<file path="config.mk">
export PLATFORM = sky130hd
export DESIGN_NAME = sdio_top
export DESIGN_NICKNAME = d
export VERILOG_FILES = /design/src/rtl/sdio_top.v /design/src/rtl/sdio_sync.v /design/src/rtl/sdio_cond.v
export VERILOG_INCLUDE_DIRS = /design/src /design/src/rtl
export SDC_FILE = /design/constraint.sdc
export NUM_CORES = 1
export LEC_CHECK = 0
export ABC_AREA = 1
export BUFFER_PORTS_ARGS = -buffer_cell sky130_fd_sc_hd__buf_2
export CORE_UTILIZATION = 30
export DETAILED_ROUTE_END_ITERATION = 8
export PLACE_DENSITY = 0.57
export SYNTH_ARGS = -nofsm -noshare
export SYNTH_HDL_FRONTEND = slang
export SYNTH_SLANG_ARGS = --single-unit
</file>
<file path="constraint.sdc">
create_clock -name clk_in -period 1.3 [get_ports clk_in]
set_input_delay 0.325 -clock clk_in [delete_from_list [all_inputs] [get_ports clk_in]]
set_output_delay 0.325 -clock clk_in [all_outputs]
set_load 0.02 [all_outputs]
</file>
<file path="src/rtl/sdio_consts.vh">
// constants for the supply digital io and fault logic
`ifndef SDIO_CONSTS_VH
`define SDIO_CONSTS_VH
// operating mode codes returned by the mode query
`define SDIO_MODE_CV        2'h0
`define SDIO_MODE_CC        2'h1
`define SDIO_MODE_CP        2'h2
// protection condition bit positions
`define SDIO_BIT_CV         0
`define SDIO_BIT_CC         1
`define SDIO_BIT_CP         2
`define SDIO_BIT_OVP        3
`define SDIO_BIT_TEMP       4
`define SDIO_BIT_SHUTDOWN   5
`define SDIO_BIT_FOLDBACK   6
`define SDIO_BIT_PROG_ERR   7
`define SDIO_BIT_FAN        8
`define SDIO_BIT_LINE       9
`define SDIO_BIT_MODULE     10
// mask of the fault bits that drive the fault pin (bits 3..10)
`define SDIO_FAULT_MASK     32'h000007f8
// reset value of the protection condition register
`define SDIO_COND_RESET     32'h00000000
// number of synchronised external inputs
`define SDIO_NUM_SYNC       6
`endif

</file>
<file path="src/rtl/sdio_top.v">
// control-port digital io and fault logic of a dc supply
// Contract
// RULE_01 - low aux rail on when its command or enable input is high
// RULE_02 - high aux rail on when its command or enable input is high
// RULE_03 - mode output one low in cv, high in cc
// RULE_04 - mode output two high only in cp
// RULE_05 - mode query gives 0 cv, 1 cc, 2 cp; outputs agree
// RULE_06 - isolation relay high when its input or command is high
// RULE_07 - polarity relay high when its input or command is high
// RULE_08 - each general input query returns its present level
// RULE_09 - fault output high when any fault bit is set
// RULE_10 - mode bits 0, 1 and 2 never raise the fault output
// RULE_11 - bit 3 set while output voltage exceeds trip limit
// RULE_12 - bit 4 set while internal temperature exceeds limit
// RULE_13 - bit 5 set when shutdown contacts are open
// RULE_14 - bit 6 set on a foldback trip
// RULE_15 - bit 7 set on a bad or out-of-limit command
// RULE_16 - bit 8 set when the fan is not running properly
// RULE_17 - bit 9 set while line voltage is out of range
// RULE_18 - bit 10 set on an internal power module fault
// RULE_19 - condition register is 32 bits, live, 1 means fault
// RULE_20 - every external input passes a two-stage synchroniser; only the six connector inputs do, condition sources go in unsynchronised
`timescale 1ns/1ps
`include "sdio_consts.vh"
module sdio_top (
    // clock and reset
    input  wire        clk_in,
    input  wire        nrst_in,
    // command side: levels held by the command parser
    input  wire        aux_low_rail_on_command_in,
    input  wire        aux_high_rail_on_command_in,
    input  wire        isolation_relay_command_in,
    input  wire        polarity_relay_command_in,
    input  wire [1:0]  regulation_mode_in,
    // connector digital inputs (asynchronous levels)
    input  wire        aux_low_rail_enable_in,
    input  wire        aux_high_rail_enable_in,
    input  wire        general_input_one_in,
    input  wire        general_input_two_in,
    input  wire        isolation_relay_request_in,
    input  wire        polarity_relay_request_in,
    // condition sources from the power hardware
    input  wire        overvoltage_trip_in,
    input  wire        over_temp_in,
    input  wire        shutdown_closed_in,
    input  wire        foldback_trip_in,
    input  wire        prog_error_in,
    input  wire        fan_fault_in,
    input  wire        line_fault_in,
    input  wire        module_fault_in,
    // connector outputs
    output reg         aux_low_rail_out,
    output reg         aux_high_rail_out,
    output reg         mode_one_out,
    output reg         mode_two_out,
    output reg         isolation_relay_drive_out,
    output reg         polarity_relay_drive_out,
    output wire        fault_out,
    // query answers to the command parser
    output reg  [1:0]  operating_mode_query_out,
    output reg  [3:0]  general_input_query_out,
    output wire [31:0] protection_condition_out
);
    wire [`SDIO_NUM_SYNC-1:0] raw_pins;
    wire [`SDIO_NUM_SYNC-1:0] pins;
    reg  [1:0]                mode_code;

    // all connector inputs go through the synchroniser bank
    assign raw_pins = {polarity_relay_request_in, isolation_relay_request_in,
                       general_input_two_in, general_input_one_in,
                       aux_high_rail_enable_in, aux_low_rail_enable_in};

    sdio_sync u_sync (
        .clk_in   (clk_in),
        .nrst_in  (nrst_in),
        .raw_in   (raw_pins),
        .sync_out (pins)     // [RULE_20]
    );

    // undefined code 3 is taken as cv so outputs stay consistent
    always @* begin
        if (regulation_mode_in == `SDIO_MODE_CC) begin
            mode_code = `SDIO_MODE_CC;
        end else if (regulation_mode_in == `SDIO_MODE_CP) begin
            mode_code = `SDIO_MODE_CP;
        end else begin
            mode_code = `SDIO_MODE_CV;
        end
    end

    // registered outputs; query and pins share one source
    always @(posedge clk_in or negedge nrst_in) begin
        if (!nrst_in) begin
            aux_low_rail_out          <= 1'b0;
            aux_high_rail_out         <= 1'b0;
            mode_one_out              <= 1'b0;
            mode_two_out              <= 1'b0;
            isolation_relay_drive_out <= 1'b0;
            polarity_relay_drive_out  <= 1'b0;
            operating_mode_query_out  <= `SDIO_MODE_CV;
            general_input_query_out   <= 4'h0;
        end else begin
            aux_low_rail_out  <= aux_low_rail_on_command_in
                                 | pins[0];        // [RULE_01]
            aux_high_rail_out <= aux_high_rail_on_command_in
                                 | pins[1];        // [RULE_02]
            mode_one_out <= (mode_code == `SDIO_MODE_CC); // [RULE_03]
            mode_two_out <= (mode_code == `SDIO_MODE_CP); // [RULE_04]
            operating_mode_query_out <= mode_code;        // [RULE_05]
            isolation_relay_drive_out <= isolation_relay_command_in
                                         | pins[4];        // [RULE_06]
            polarity_relay_drive_out  <= polarity_relay_command_in
                                         | pins[5];        // [RULE_07]
            general_input_query_out <= pins[5:2];          // [RULE_08]
        end
    end

    // live condition word and the fault pin derived from it
    sdio_cond u_cond (
        .clk_in              (clk_in),
        .nrst_in             (nrst_in),
        .mode_in             (mode_code),
        .overvoltage_trip_in (overvoltage_trip_in),
        .over_temp_in        (over_temp_in),
        .shutdown_closed_in  (shutdown_closed_in),
        .foldback_trip_in    (foldback_trip_in),
        .prog_error_in       (prog_error_in),
        .fan_fault_in        (fan_fault_in),
        .line_fault_in       (line_fault_in),
        .module_fault_in     (module_fault_in),
        .cond_out            (protection_condition_out),
        .fault_out           (fault_out)
    );
endmodule

</file>
<file path="src/rtl/sdio_sync.v">
// two-stage synchroniser bank for the external digital inputs
`timescale 1ns/1ps
`include "sdio_consts.vh"
module sdio_sync (
    // clock and reset
    input  wire                     clk_in,
    input  wire                     nrst_in,
    // raw and synchronised levels
    input  wire [`SDIO_NUM_SYNC-1:0] raw_in,
    output wire [`SDIO_NUM_SYNC-1:0] sync_out
);
    reg [`SDIO_NUM_SYNC-1:0] stage_one;
    reg [`SDIO_NUM_SYNC-1:0] stage_two;

    genvar i;
    generate
        for (i = 0; i < `SDIO_NUM_SYNC; i = i + 1) begin : g_sync
            // first stage feeds only the second stage
            always @(posedge clk_in or negedge nrst_in) begin
                if (!nrst_in) begin
                    stage_one[i] <= 1'b0;
                    stage_two[i] <= 1'b0;
                end else begin
                    stage_one[i] <= raw_in[i];
                    stage_two[i] <= stage_one[i];
                end
            end
        end
    endgenerate

    assign sync_out = stage_two;
endmodule

</file>
<file path="src/rtl/sdio_cond.v">
// protection condition register: live, unlatched status word
`timescale 1ns/1ps
`include "sdio_consts.vh"
module sdio_cond (
    // clock and reset
    input  wire        clk_in,
    input  wire        nrst_in,
    // live condition sources
    input  wire [1:0]  mode_in,
    input  wire        overvoltage_trip_in,
    input  wire        over_temp_in,
    input  wire        shutdown_closed_in,
    input  wire        foldback_trip_in,
    input  wire        prog_error_in,
    input  wire        fan_fault_in,
    input  wire        line_fault_in,
    input  wire        module_fault_in,
    // registered word and fault level
    output reg  [31:0] cond_out,
    output reg         fault_out
);
    reg [31:0] next_cond;

    // build the word from present conditions, nothing is held
    always @* begin
        next_cond = `SDIO_COND_RESET;
        next_cond[`SDIO_BIT_CV] = (mode_in == `SDIO_MODE_CV);
        next_cond[`SDIO_BIT_CC] = (mode_in == `SDIO_MODE_CC);
        next_cond[`SDIO_BIT_CP] = (mode_in == `SDIO_MODE_CP);
        next_cond[`SDIO_BIT_OVP]      = overvoltage_trip_in; // [RULE_11]
        next_cond[`SDIO_BIT_TEMP]     = over_temp_in;        // [RULE_12]
        next_cond[`SDIO_BIT_SHUTDOWN] = ~shutdown_closed_in; // [RULE_13]
        next_cond[`SDIO_BIT_FOLDBACK] = foldback_trip_in;    // [RULE_14]
        next_cond[`SDIO_BIT_PROG_ERR] = prog_error_in;       // [RULE_15]
        next_cond[`SDIO_BIT_FAN]      = fan_fault_in;        // [RULE_16]
        next_cond[`SDIO_BIT_LINE]     = line_fault_in;       // [RULE_17]
        next_cond[`SDIO_BIT_MODULE]   = module_fault_in;     // [RULE_18]
    end

    // word and fault pin update together so they never disagree
    always @(posedge clk_in or negedge nrst_in) begin
        if (!nrst_in) begin
            cond_out  <= `SDIO_COND_RESET;
            fault_out <= 1'b0;
        end else begin
            cond_out  <= next_cond; // [RULE_19]
            // mode bits 0..2 are masked off the fault pin
            fault_out <= |(next_cond
                           & `SDIO_FAULT_MASK);   // [RULE_09] [RULE_10]
        end
    end
endmodule

</file>
# [Word level (Yosys, flattened, before mapping)]
# Cells that the tools add are included.
[op_classes] add_sub_neg=0 div=0 mul=0 n_lt_le_gt_ge=0 bitwise_logic=5 reduce_logical=2 mux=2 shift=0 eq_ne=4
[ops] cell="OR reduction 8 bit" n=1
[ops] cell="== test 2 x 1 -> 1 bit, second input constant" n=2
[ops] cell="== test 2 bit, second input constant" n=2
[ops] cell="2-to-1 mux 2 bit" n=2
[ops] cell="OR 1 bit" n=4
[ops] cell="zero test 2 bit" n=1
[ops] cell="inverter 1 bit" n=1
[totals] ram_bits=0 rom_bits=0 mem_count=0 register_bits=36 out_inout_bits=45 latch_bits=0 inputBits=22 wordCells=35

# [Longest topological paths before layout]
# Gate-level depths: netlist of the first run.
[logic_depth] ltp_word=4 mapped_depth=4 ltp_nobuf=4

# [By module]
# Synthesis of the first run repeated with hierarchy kept, for this count alone.
[unflattened] cells_unflattened=94 area_unflattened_um2=1162.4
[modules_own_cells] module="sdio_cond" cells_per_inst=54 seq_area_each_um2=300.3 area_each_um2=536.8 n_inst=1
[modules_own_cells] module="sdio_top" cells_per_inst=28 seq_area_each_um2=250.2 area_each_um2=325.3 n_inst=1
[modules_own_cells] module="sdio_sync" cells_per_inst=12 seq_area_each_um2=300.3 area_each_um2=300.3 n_inst=1

# [Worst setup path before layout of the first run]
# Ideal clock, no wire load.
[synth_timing] kind="register to output" from="register operating_mode_query_out[0]" to="output port operating_mode_query_out[0]" stages_incl_launch_ff=2 arrival_time_ns=0.627 path_buffers=1 slack_ns=0.348 t_required_ns=0.975 path_cell_list="dfrtp_1 -> buf_4"
[synth_rtl] item="start: declaration" line_no="sdio_top.v:60" source="output reg [1:0] operating_mode_query_out,"
[synth_rtl] item="start signal: assignment" line_no="sdio_top.v:100" source="operating_mode_query_out <= `SDIO_MODE_CV;"
[synth_rtl] item="start signal: assignment" line_no="sdio_top.v:109" source="operating_mode_query_out <= mode_code;"
# No word-level cell between the ends.

# [Final worst setup path of the first run]
[layout_timing] from="register u_cond.cond_out[4]" to="output port protection_condition_out[4]"
[layout_rtl] item="start: declaration" line_no="sdio_cond.v:19" source="output reg [31:0] cond_out,"
[layout_rtl] item="start signal: assignment" line_no="sdio_cond.v:43" source="cond_out <= `SDIO_COND_RESET;"
[layout_rtl] item="start signal: assignment" line_no="sdio_cond.v:46" source="cond_out <= next_cond;"
[layout_rtl] item="end: declaration" line_no="sdio_top.v:62" source="output wire [31:0] protection_condition_out"
# No word-level cell between the ends.

==> summary.txt, run 1 <==
Worst setup path
  • CP Capture Type: output port
  • Worst path cell trace: buf_2
  • Register-to-Register Path Depth: 1
  • FF-to-FF Start: u_sync.sync_out[4]
  • R2R Setup Slk: roughly 0.6 ns
  • Setup Crit Path Kind: register to output port
  • End of the critical path: protection_condition_out[4]
  • Worst Path Max Fanout: 1
  • Crit-path max cell delay: 0.38 ns
  • CP bufs+invs: 1
  • Crit path DAT: 0.82 ns
  • Critical Path Start Type: register
  • CP required: about 0.98 ns
  • WP depth: 1
  • R2r endpoint: isolation_relay_drive_out
  • Slowest stage cell, crit path: dfrtp_1
  • Critical path origin: u_cond.cond_out[4]
  • Crit path max-delay family: flip-flops

STA
  • RSZ-0062 raised after global routing: false
  • Final Hold Vio Count: 0
  • Final Cycle Share: 0.8778
  • Min Tclk post-route: 1.141 ns
  • Max-slew violation count: 0
  • Fin worst setup slack: 0.1589 ns
  • Final Skew: 0.004504 ns
  • Hold slack: 0.1468 ns
  • Final setup viols: 0
  • Total negative slack: 0 ns
  • Fmax: ~880 MHz

Power and ir drop
  • Clock power frac: 0.416
  • Comb pwr share: 0.100
  • Switch share: 0.2351
  • Psw: between 0.0005 and 0.0006 W
  • Worst VDD drop: 491.6 uV
  • P_int: 0.001676 W
  • Lkg Pwr: about 0.77 nW
  • PD cells: 1546 nW/um^2
  • Sequential Power Share: 0.483

Final layout
  • Nets: 154
  • Fraction of layout cells with a size suffix above 1: 0.4122
  • Post-Layout Cell Count: 177
  • # diodes: 0
  • Area Growth Syn to Fin: 28.17%
  • Fill cells: 331
  • Final core utilization: 0.4119
  • Most common cell after layout, fill and taps aside: buf_2
  • Most frequent cells in the layout: buf_2, dfrtp_1, conb_1

Global routing
  • Gr ovfl total: 0
  • Vias in the first global route: 525
  • Initial antenna violation count: 0
  • First-pass GRT wire length: 2401 um
  • Pin count of the biggest net entering global routing: 20
  • Gr usage total: 0.08673

Route
  • Post-route ant nets: 0
  • Drt total wl: 1600 um
  • Vias per std cell: roughly 3.5
  • Vias after detailed routing: about 600
  • Remaining DRCs: 0
  • DR WL/cell: 9.040 um
  • Initial DRT Pass Iterations: 4
  • Drt initial violations: 5

Outcome
  • Status: completed

Logic synthesis
  • Mapped Cells: 81
  • Post-Syn Area: 1106 um^2
  • Synthesis warning total: 0
  • Distinct cells, synth: 8
  • Syn avg cell area: approximately 14 um^2
  • Flops & latches, synth: 32
  • Register area share after synthesis: 0.7240

CTS
  • Clock tree buffer depth: 2
  • Max H-tree Level: 2
  • Clock tree sinks: 32
  • Worst skew pair latency: 0.28 ns
  • Clock-pin slew on the worst setup and hold paths: approximately 0.070 ns
  • Root Driver: clkbuf_8
  • CTS Buf Count: 5
  • CTS tree: done

Placement
  • Post-DP HPWL: 1260 um
  • Place WS: roughly 0.44 ns
  • Gpl congestion: 0.6089
  • Cell total after placement: 168
  • Port Buffers: 45

Flow run
  • Max_cap viols: 0

Die
  • Core area: 3442 um^2
  • Die height: between 60 and 70 um
  • DIE AREA: 3934 um^2
  • Die Wd: 62.72 um
  • Initial Utilization: 0.3213
  • Ports: 67
  • Core Rows: 21

Min path
  • Hold Crit Depth: 1
  • Worst hold path class: primary input to register
-- synthesized netlist by cell type (all sizes together) --
master | instances | area, um^2
nand2 | 5 | 18.77
ha | 2 | 25.02
nor2 | 2 | 7.510
dfrtp | 32 | 800.8
conb | 1 | 3.750
or2 | 4 | 25.02
buf | 25 | 187.7
inv | 10 | 37.54
-- worst min-delay path by stage --
stage,from,to,slack (ns)
5_1_grt,aux_high_rail_enable_in,u_sync.stage_one[1],0.13
2_1_floorplan,nrst_in,aux_high_rail_out,0.03
4_1_cts,aux_low_rail_enable_in,u_sync.stage_one[0],0.13
6_report,aux_low_rail_enable_in,u_sync.stage_one[0],0.15
3_3_place_gp,nrst_in,general_input_query_out[2],0.24
3_5_place_dp,nrst_in,general_input_query_out[2],0.25
-- metal layers --
layer / GRT usage / up-vias / routed length (um)
li1: - / 287 / -
met1: 0.08491 / 287 / 553
met2: 0.1359 / 40 / 835
met3: 0.05109 / 3 / 183
met4: 0.06105 / 0 / 28
met5: 0 / - / 0
-- cell families after synthesis --
family        count (synthesis)  synth area share
buf+inv                      35            0.2036
flops                        32            0.7240
simple gates                 11           0.04638
fa+ha+maj                     2           0.02262
other cells                   1          0.003390
-- per-stage QoR --
stage / total power [W] / cell area [um^2]
2_1_floorplan: 0.001253 / 1181
3_3_place_gp: 0.001293 / 1296
3_5_place_dp: 0.001300 / 1296
4_1_cts: 0.002233 / 1418
5_1_grt: 0.002290 / 1418
6_report: 0.002191 / 1418
-- power by group through the flow --
stage               Clock, W  Sequential [W]  Combinational (W)
floorplan                  0         0.00112           0.000133
global placement           0         0.00108           0.000217
detailed placement         0         0.00108           0.000221
CTS                 0.000949         0.00106           0.000224
global route        0.000986         0.00106           0.000240
finish              0.000912         0.00106           0.000220
-- state kept, by name, indices dropped and copies added, names as in the netlist --
signal,cells
general_input_query_out,4
aux_high_rail_out,1
u_sync.sync_out,6
polarity_relay_drive_out,1
aux_low_rail_out,1
u_cond.fault_out,1
operating_mode_query_out,2
isolation_relay_drive_out,1
u_sync.stage_one,6
u_cond.cond_out,9
-- area by class of cell --
class,instances,area (um^2),share of cell area
inverter,10,37.54,0.02648
clock inverter,3,42.54,0.03001
multi-input combinational,34,155.1,0.1094
clock buffer,5,68.82,0.04854
sequential,32,800.8,0.5649
timing repair buffer,47,255.2,0.1801
tap,46,57.56,0.04060
-- repair_timing --
item / 4_1_cts / 5_1_grt
buffers inserted: 0 / 0
hold buffers: 1 / 0
hold endpoints to repair: 13 / 0
resized for setup: 0 / 0
No activity file was read; power rests on OpenSTA's default activity.
==> run 2: changes to the inputs <==
==> constraint.sdc (replaced) <==
create_clock -name clk_in -period 1.2 [get_ports clk_in]
set_input_delay 0.3 -clock clk_in [delete_from_list [all_inputs] [get_ports clk_in]]
set_output_delay 0.3 -clock clk_in [all_outputs]
set_load 0.02 [all_outputs]
==> run 2 against run 1 <==
Effect of this change: via count is 1.8% higher; non-clock buffer count is the same; hold slack got worse by 0.018 ns; power grew 7.9%; setup slack got worse by 0.077 ns; clock power is 7.1% higher; final cell count unchanged; combinational power is 8% higher; clock skew is 0.00095 ns lower; critical path depth is the same; register-to-register slack worse by 0.11 ns.
==> summary.txt, run 2 (synthesized netlist as in run 1, its figures left out) <==
Final layout
  • Fraction of layout cells with a size suffix above 1: 0.4122 (unchanged)
  • Largest register FFs: 9 (unchanged)
  • # diodes: 0 (unchanged)
  • Most common cell after layout, fill and taps aside: buf_2
  • Nets: 154 (unchanged)
  • Most frequent cells in the layout: buf_2, dfrtp_1, conb_1
  • Reg with most FFs: u_cond.cond_out
  • Area Growth Syn to Fin: 28.17% (unchanged)
  • Final core utilization: 0.4119 (unchanged)
  • Final Instance Area: 1418 um^2 (unchanged)

Min path
  • Hold Crit Depth: 1 (unchanged)
  • Worst hold path class: primary input to register
  • Hold EP: u_sync.stage_one[0]
  • Hold Crit Start: aux_low_rail_enable_in

Placement
  • Port Buffers: 45 (unchanged)
  • Placed Area: 1296 um^2 (unchanged)
  • Gpl congestion: 0.6100 (+0.18%)
  • Post-DP HPWL: 1234 um (-2.1%)

CTS
  • CTS Buf Count: 5 (unchanged)
  • Worst skew pair latency: 0.27 ns (about the same)
  • Root Driver: clkbuf_8
  • Max H-tree Level: 2 (unchanged)
  • Clock tree buffer depth: 2 (unchanged)
  • Clock tree sinks: 32 (unchanged)
  • Post-CTS Setup Bufs: 0 (unchanged)
  • CTS tree: done
  • Clock-pin slew on the worst setup and hold paths: 0.06 ns (about the same)

STA
  • Max-slew violation count: 0 (unchanged)
  • Min Tclk post-route: between 1 and 1.5 ns
  • Hold slack: 0.1289 ns (-0.01796 ns)
  • Fmax: roughly 900 MHz
  • Total negative slack: 0 ns (unchanged)
  • Final Cycle Share: 0.9315
  • Final setup viols: 0 (unchanged)
  • Final Skew: 0.003551 ns (-0.0009528 ns)
  • Final Hold Vio Count: 0 (unchanged)
  • RSZ-0062 raised after global routing: false

Route
  • Initial DRT Pass Iterations: 3 (-1)
  • DR WL/cell: 9.068 um (+0.31%)
  • Post-route ant nets: 0 (unchanged)
  • Vias after detailed routing: 628 (+1.8%)
  • Drt initial violations: 37 (+32)
  • Remaining DRCs: 0 (unchanged)
  • Drt total wl: 1605 um (+0.31%)
  • Vias per std cell: 3.548 (+1.8%)

Die
  • Die Wd: 62.72 um (unchanged)
  • Die height: 62.72 um (unchanged)
  • Initial Utilization: 0.3213 (unchanged)
  • Core area: 3442 um^2 (unchanged)
  • Ports: 67 (unchanged)
  • DIE AREA: 3934 um^2 (unchanged)
  • Core Rows: 21 (unchanged)

Power and ir drop
  • Total design power: 0.002363 W (+7.9%)
  • PD cells: 1667 nW/um^2 (+7.9%)
  • Switch share: 0.2318 (-0.003323)
  • Clock power frac: 0.413 (-0.003)
  • Psw: 0.0005478 W (+6.3%)
  • P_int: 0.001816 W (+8.3%)
  • Sequential Power Share: 0.486 (+0.003)
  • Lkg Pwr: 0.7676 nW (unchanged)
  • Comb pwr share: 0.101 (about the same)
  • Worst VDD drop: 805.7 uV (+64%)

Global routing
  • Initial antenna violation count: 0 (unchanged)
  • Gr ovfl total: 0 (unchanged)
  • First-pass GRT wire length: 2449 um (+2.0%)
  • Vias in the first global route: 559 (+6.5%)
  • Pin count of the biggest net entering global routing: 20 (unchanged)
  • Gr usage total: 0.08916 (+0.002425)

Worst setup path
  • Crit-path max cell delay: 0.38 ns (about the same)
  • R2R Setup Slk: 0.49 ns (-0.11 ns)
  • CP Capture Type: output port
  • CP bufs+invs: 1 (unchanged)
  • Crit path DAT: 0.82 ns (about the same)
  • Worst Path Max Fanout: 3 (+2)
  • FF-to-FF Start: u_sync.sync_out[5]
  • Setup Crit Path Kind: register to output port
  • Worst path cell trace: buf_2
  • CP required: 0.90 ns (-0.08 ns)
  • Critical Path Start Type: register
  • Slowest stage cell, crit path: dfrtp_1
  • Crit path max-delay family: flip-flops
  • R2r endpoint: polarity_relay_drive_out
  • Register-to-Register Path Depth: 1 (unchanged)

Outcome
  • Status: completed

Flow run
  • Max_cap viols: 0 (unchanged)
run 2: cell counts in the layout (fill, tap and decap cells not counted):
Identical to the previous run, type by type.
run 2: worst max path at each step:
stage	startpoint	cells after the start	end
finish	operating_mode_query_out[1]	1	operating_mode_query_out[1]
global route	operating_mode_query_out[0]	1	mode_one_out
CTS	operating_mode_query_out[0]	1	operating_mode_query_out[0]
detailed placement	operating_mode_query_out[0]	1	operating_mode_query_out[0]
global placement	u_cond.cond_out[4]	1	protection_condition_out[4]
floorplan	operating_mode_query_out[0]	1	operating_mode_query_out[0]
run 2: metrics by stage:
step / instances / setup slack [ns]
final: 177 / 0.08215
after global routing: 177 / 0.02987
after CTS: 177 / 0.06066
after detailed placement: 168 / 0.3722
after global placement: 168 / 0.3800
after floorplan: 101 / 0.2735
run 2: layout make-up:
cell class              instances  area (um^2)
well taps                      46        57.56
fillers                       343         2024
flip-flops and latches         32        800.8
clock inverters                 3        42.54
inverters                      10        37.54
multi-input cells              34        155.1
repair buffers                 47        255.2
clock buffers                   5        68.82
run 2: timing repair:
action,in CTS,in global routing
hold endpoints to repair,13,0
hold buffers,1,0
resized for setup,0,0
run 2: metal layers:
metal	track usage	vias to the layer above	wire length [um]
li1	-	287	-
met1	0.08038	298	556
met2	0.1481	40	858
met3	0.06934	3	168
met4	0.03488	0	21
met5	0	-	0
run 2: power by group through the flow:
stage               sequential, W  clock [W]  combinational (W)
floorplan                 0.00121          0           0.000145
global placement          0.00117          0           0.000235
detailed placement        0.00117          0           0.000238
CTS                       0.00115    0.00102           0.000241
global route              0.00115    0.00108           0.000258
finish                    0.00115   0.000977           0.000238
==> run 3: changes to the inputs <==
--- a/config.mk
+++ b/config.mk
@@ -9,6 +9,7 @@
 export ABC_AREA = 1
 export BUFFER_PORTS_ARGS = -buffer_cell sky130_fd_sc_hd__buf_2
 export CORE_UTILIZATION = 30
+export CTS_BUF_LIST = sky130_fd_sc_hd__clkbuf_16
 export DETAILED_ROUTE_END_ITERATION = 8
 export PLACE_DENSITY = 0.57
 export SYNTH_ARGS = -nofsm -noshare
==> run 3 against run 2 <==
Effect of this change: fmax grew 0.97%; clock skew shrank 0.0023 ns; sequential share of layout area shrank 2.2 points; clock-buffer cell count is the same; non-clock buffer count is the same; highest routed layer is now met3.
==> summary.txt, run 3 (synthesized netlist as in run 1, its figures left out) <==
STA
  • Final Skew: 0.001204 ns (-0.002347 ns)
  • Max-slew violation count: 0 (unchanged)
  • Final setup viols: 0 (unchanged)
  • Final Hold Vio Count: 0 (unchanged)
  • Hold slack: 0.1379 ns (+0.009064 ns)
  • Total negative slack: 0 ns (unchanged)
  • Min Tclk post-route: 1.107 ns (-0.01077 ns)
  • Final Cycle Share: 0.9226 (-0.008975)
  • Fmax: 903.3 MHz (+0.97%)
  • Fin worst setup slack: 0.09292 ns (+0.01077 ns)
  • RSZ-0062 raised after global routing: false

Worst setup path
  • Crit path DAT: 0.81 ns (about the same)
  • Critical Path Start Type: register
  • Setup Crit Path Kind: register to output port
  • Worst path cell trace: buf_2
  • End of the critical path: operating_mode_query_out[1]
  • CP Capture Type: output port
  • Worst Path Max Fanout: 3 (unchanged)
  • WP depth: 1 (unchanged)
  • CP required: 0.90 ns (about the same)
  • Critical path origin: operating_mode_query_out[1]
  • Crit-path max cell delay: 0.38 ns (about the same)
  • Slowest stage cell, crit path: dfrtp_1
  • Register-to-Register Path Depth: 1 (unchanged)
  • R2R Setup Slk: 0.49 ns (about the same)
  • FF-to-FF Start: u_sync.sync_out[5]
  • CP bufs+invs: 1 (unchanged)
  • Crit path max-delay family: flip-flops
  • R2r endpoint: polarity_relay_drive_out

Min path
  • Worst hold path class: primary input to register

Final layout
  • Area Growth Syn to Fin: 33.26%
  • Largest register FFs: 9 (unchanged)
  • # diodes: 0 (unchanged)
  • Nets: 154 (unchanged)
  • Area occupied by multi-input gates: 155.1 um^2 (unchanged)
  • Fill cells: 335 (-2.3%)
  • Final Instance Area: 1474 um^2 (+4.0%)
  • Reg with most FFs: u_cond.cond_out
  • Flip-flop and latch area: 800.8 um^2 (unchanged)
  • Most frequent cells in the layout: buf_2, dfrtp_1, conb_1
  • Fraction of layout cells with a size suffix above 1: 0.4122 (unchanged)
  • Most common cell after layout, fill and taps aside: buf_2

Route
  • Drt initial violations: 20 (-46%)
  • Initial DRT Pass Iterations: 2 (-1)
  • Remaining DRCs: 0 (unchanged)
  • DR WL/cell: 8.887 um (-2.0%)
  • Post-route ant nets: 0 (unchanged)
  • Vias per std cell: 3.514 (-0.96%)
  • Drt total wl: 1573 um (-2.0%)
  • Vias after detailed routing: 622 (-0.96%)

Flow run
  • Max_cap viols: 0 (unchanged)

Power and ir drop
  • Psw: 0.0005902 W (+7.7%)
  • Worst VDD drop: 860.8 uV (+6.8%)
  • Sequential Power Share: 0.416 (-0.070)
  • Lkg Pwr: 0.7933 nW (+3.3%)
  • P_int: 0.002176 W (+20%)
  • Clock power frac: 0.498 (+0.085)
  • Comb pwr share: 0.086 (-0.015)
  • Total design power: 0.002767 W (+17%)
  • Switch share: 0.2133 (-0.01844)
  • PD cells: 1877 nW/um^2 (+13%)

Die
  • Core Rows: 21 (unchanged)
  • DIE AREA: 3934 um^2 (unchanged)
  • Ports: 67 (unchanged)
  • Die Wd: 62.72 um (unchanged)
  • Core area: 3442 um^2 (unchanged)
  • Die height: 62.72 um (unchanged)
  • Initial Utilization: 0.3213 (unchanged)

Placement
  • Post-DP HPWL: 1234 um (unchanged)
  • Gpl congestion: 0.6100 (unchanged)
  • Place WS: 0.3722 ns (unchanged)
  • Placed Area: 1296 um^2 (unchanged)
  • Port Buffers: 45 (unchanged)

CTS
  • Root Driver: clkbuf_16
  • Clock tree buffer depth: 2 (unchanged)
  • Clock tree sinks: 32 (unchanged)
  • Worst skew pair latency: 0.27 ns (about the same)
  • Clock-pin slew on the worst setup and hold paths: 0.05 ns (about the same)
  • Post-CTS Resized: 0 (unchanged)
  • CTS tree: done
  • Max H-tree Level: 2 (unchanged)
  • CTS Buf Count: 5 (unchanged)

Global routing
  • Pin count of the biggest net entering global routing: 20 (unchanged)
  • Vias in the first global route: 578 (+3.4%)
  • Gr usage total: 0.08680 (-0.002357)
  • Gr ovfl total: 0 (unchanged)
  • Initial antenna violation count: 0 (unchanged)
  • First-pass GRT wire length: 2477 um (+1.1%)

Outcome
  • Status: completed
[run 3: worst min path at each step]
stage	start	end	slack [ns]	depth (start not counted)
final	aux_low_rail_enable_in	u_sync.stage_one[0]	0.14	1
after global routing	polarity_relay_request_in	u_sync.stage_one[5]	0.13	1
after CTS	aux_low_rail_enable_in	u_sync.stage_one[0]	0.13	1
after detailed placement	nrst_in	general_input_query_out[2]	0.22	1
after global placement	nrst_in	general_input_query_out[2]	0.21	1
after floorplan	nrst_in	aux_high_rail_out	0.004	0
[run 3: power by group through the flow]
stage	registers (W)	clock network [W]	logic (W)
after floorplan	0.00121	0	0.000145
after global placement	0.00117	0	0.000235
after detailed placement	0.00117	0	0.000238
after CTS	0.00115	0.00142	0.000241
after global routing	0.00116	0.00147	0.000258
final	0.00115	0.00138	0.000237
[run 3: per-stage QoR]
step	instances	utilization
2_1_floorplan	101	-
3_3_place_gp	168	0.3766
3_5_place_dp	168	0.3766
4_1_cts	177	0.4282
5_1_grt	177	0.4282
6_report	177	0.4282
[run 3: layout make-up]
| type | instances | area share |
|---|---|---|
| Clock buffer | 5 | 0.08489 |
| Timing Repair Buffer | 47 | 0.1732 |
| Tap cell | 46 | 0.03905 |
| Clock inverter | 3 | 0.02886 |
| Sequential cell | 32 | 0.5433 |
| Inverter | 10 | 0.02547 |
| Multi-Input combinational cell | 34 | 0.1053 |
[run 3: timing repair]
action,CTS,global route
hold buffers,1,0
hold endpoints to repair,13,0
setup buffers,0,0
endpoints found under the setup margin,0,0
[run 3: layer usage]
| metal | part of all wire | vias to the layer above | global-route usage |
|---|---|---|---|
| met4 | 0 | 0 | 0.04360 |
| li1 | - | 286 | - |
| met3 | 0.098 | 0 | 0.04745 |
| met5 | 0 | - | 0 |
| met1 | 0.35 | 298 | 0.08392 |
| met2 | 0.55 | 38 | 0.1481 |
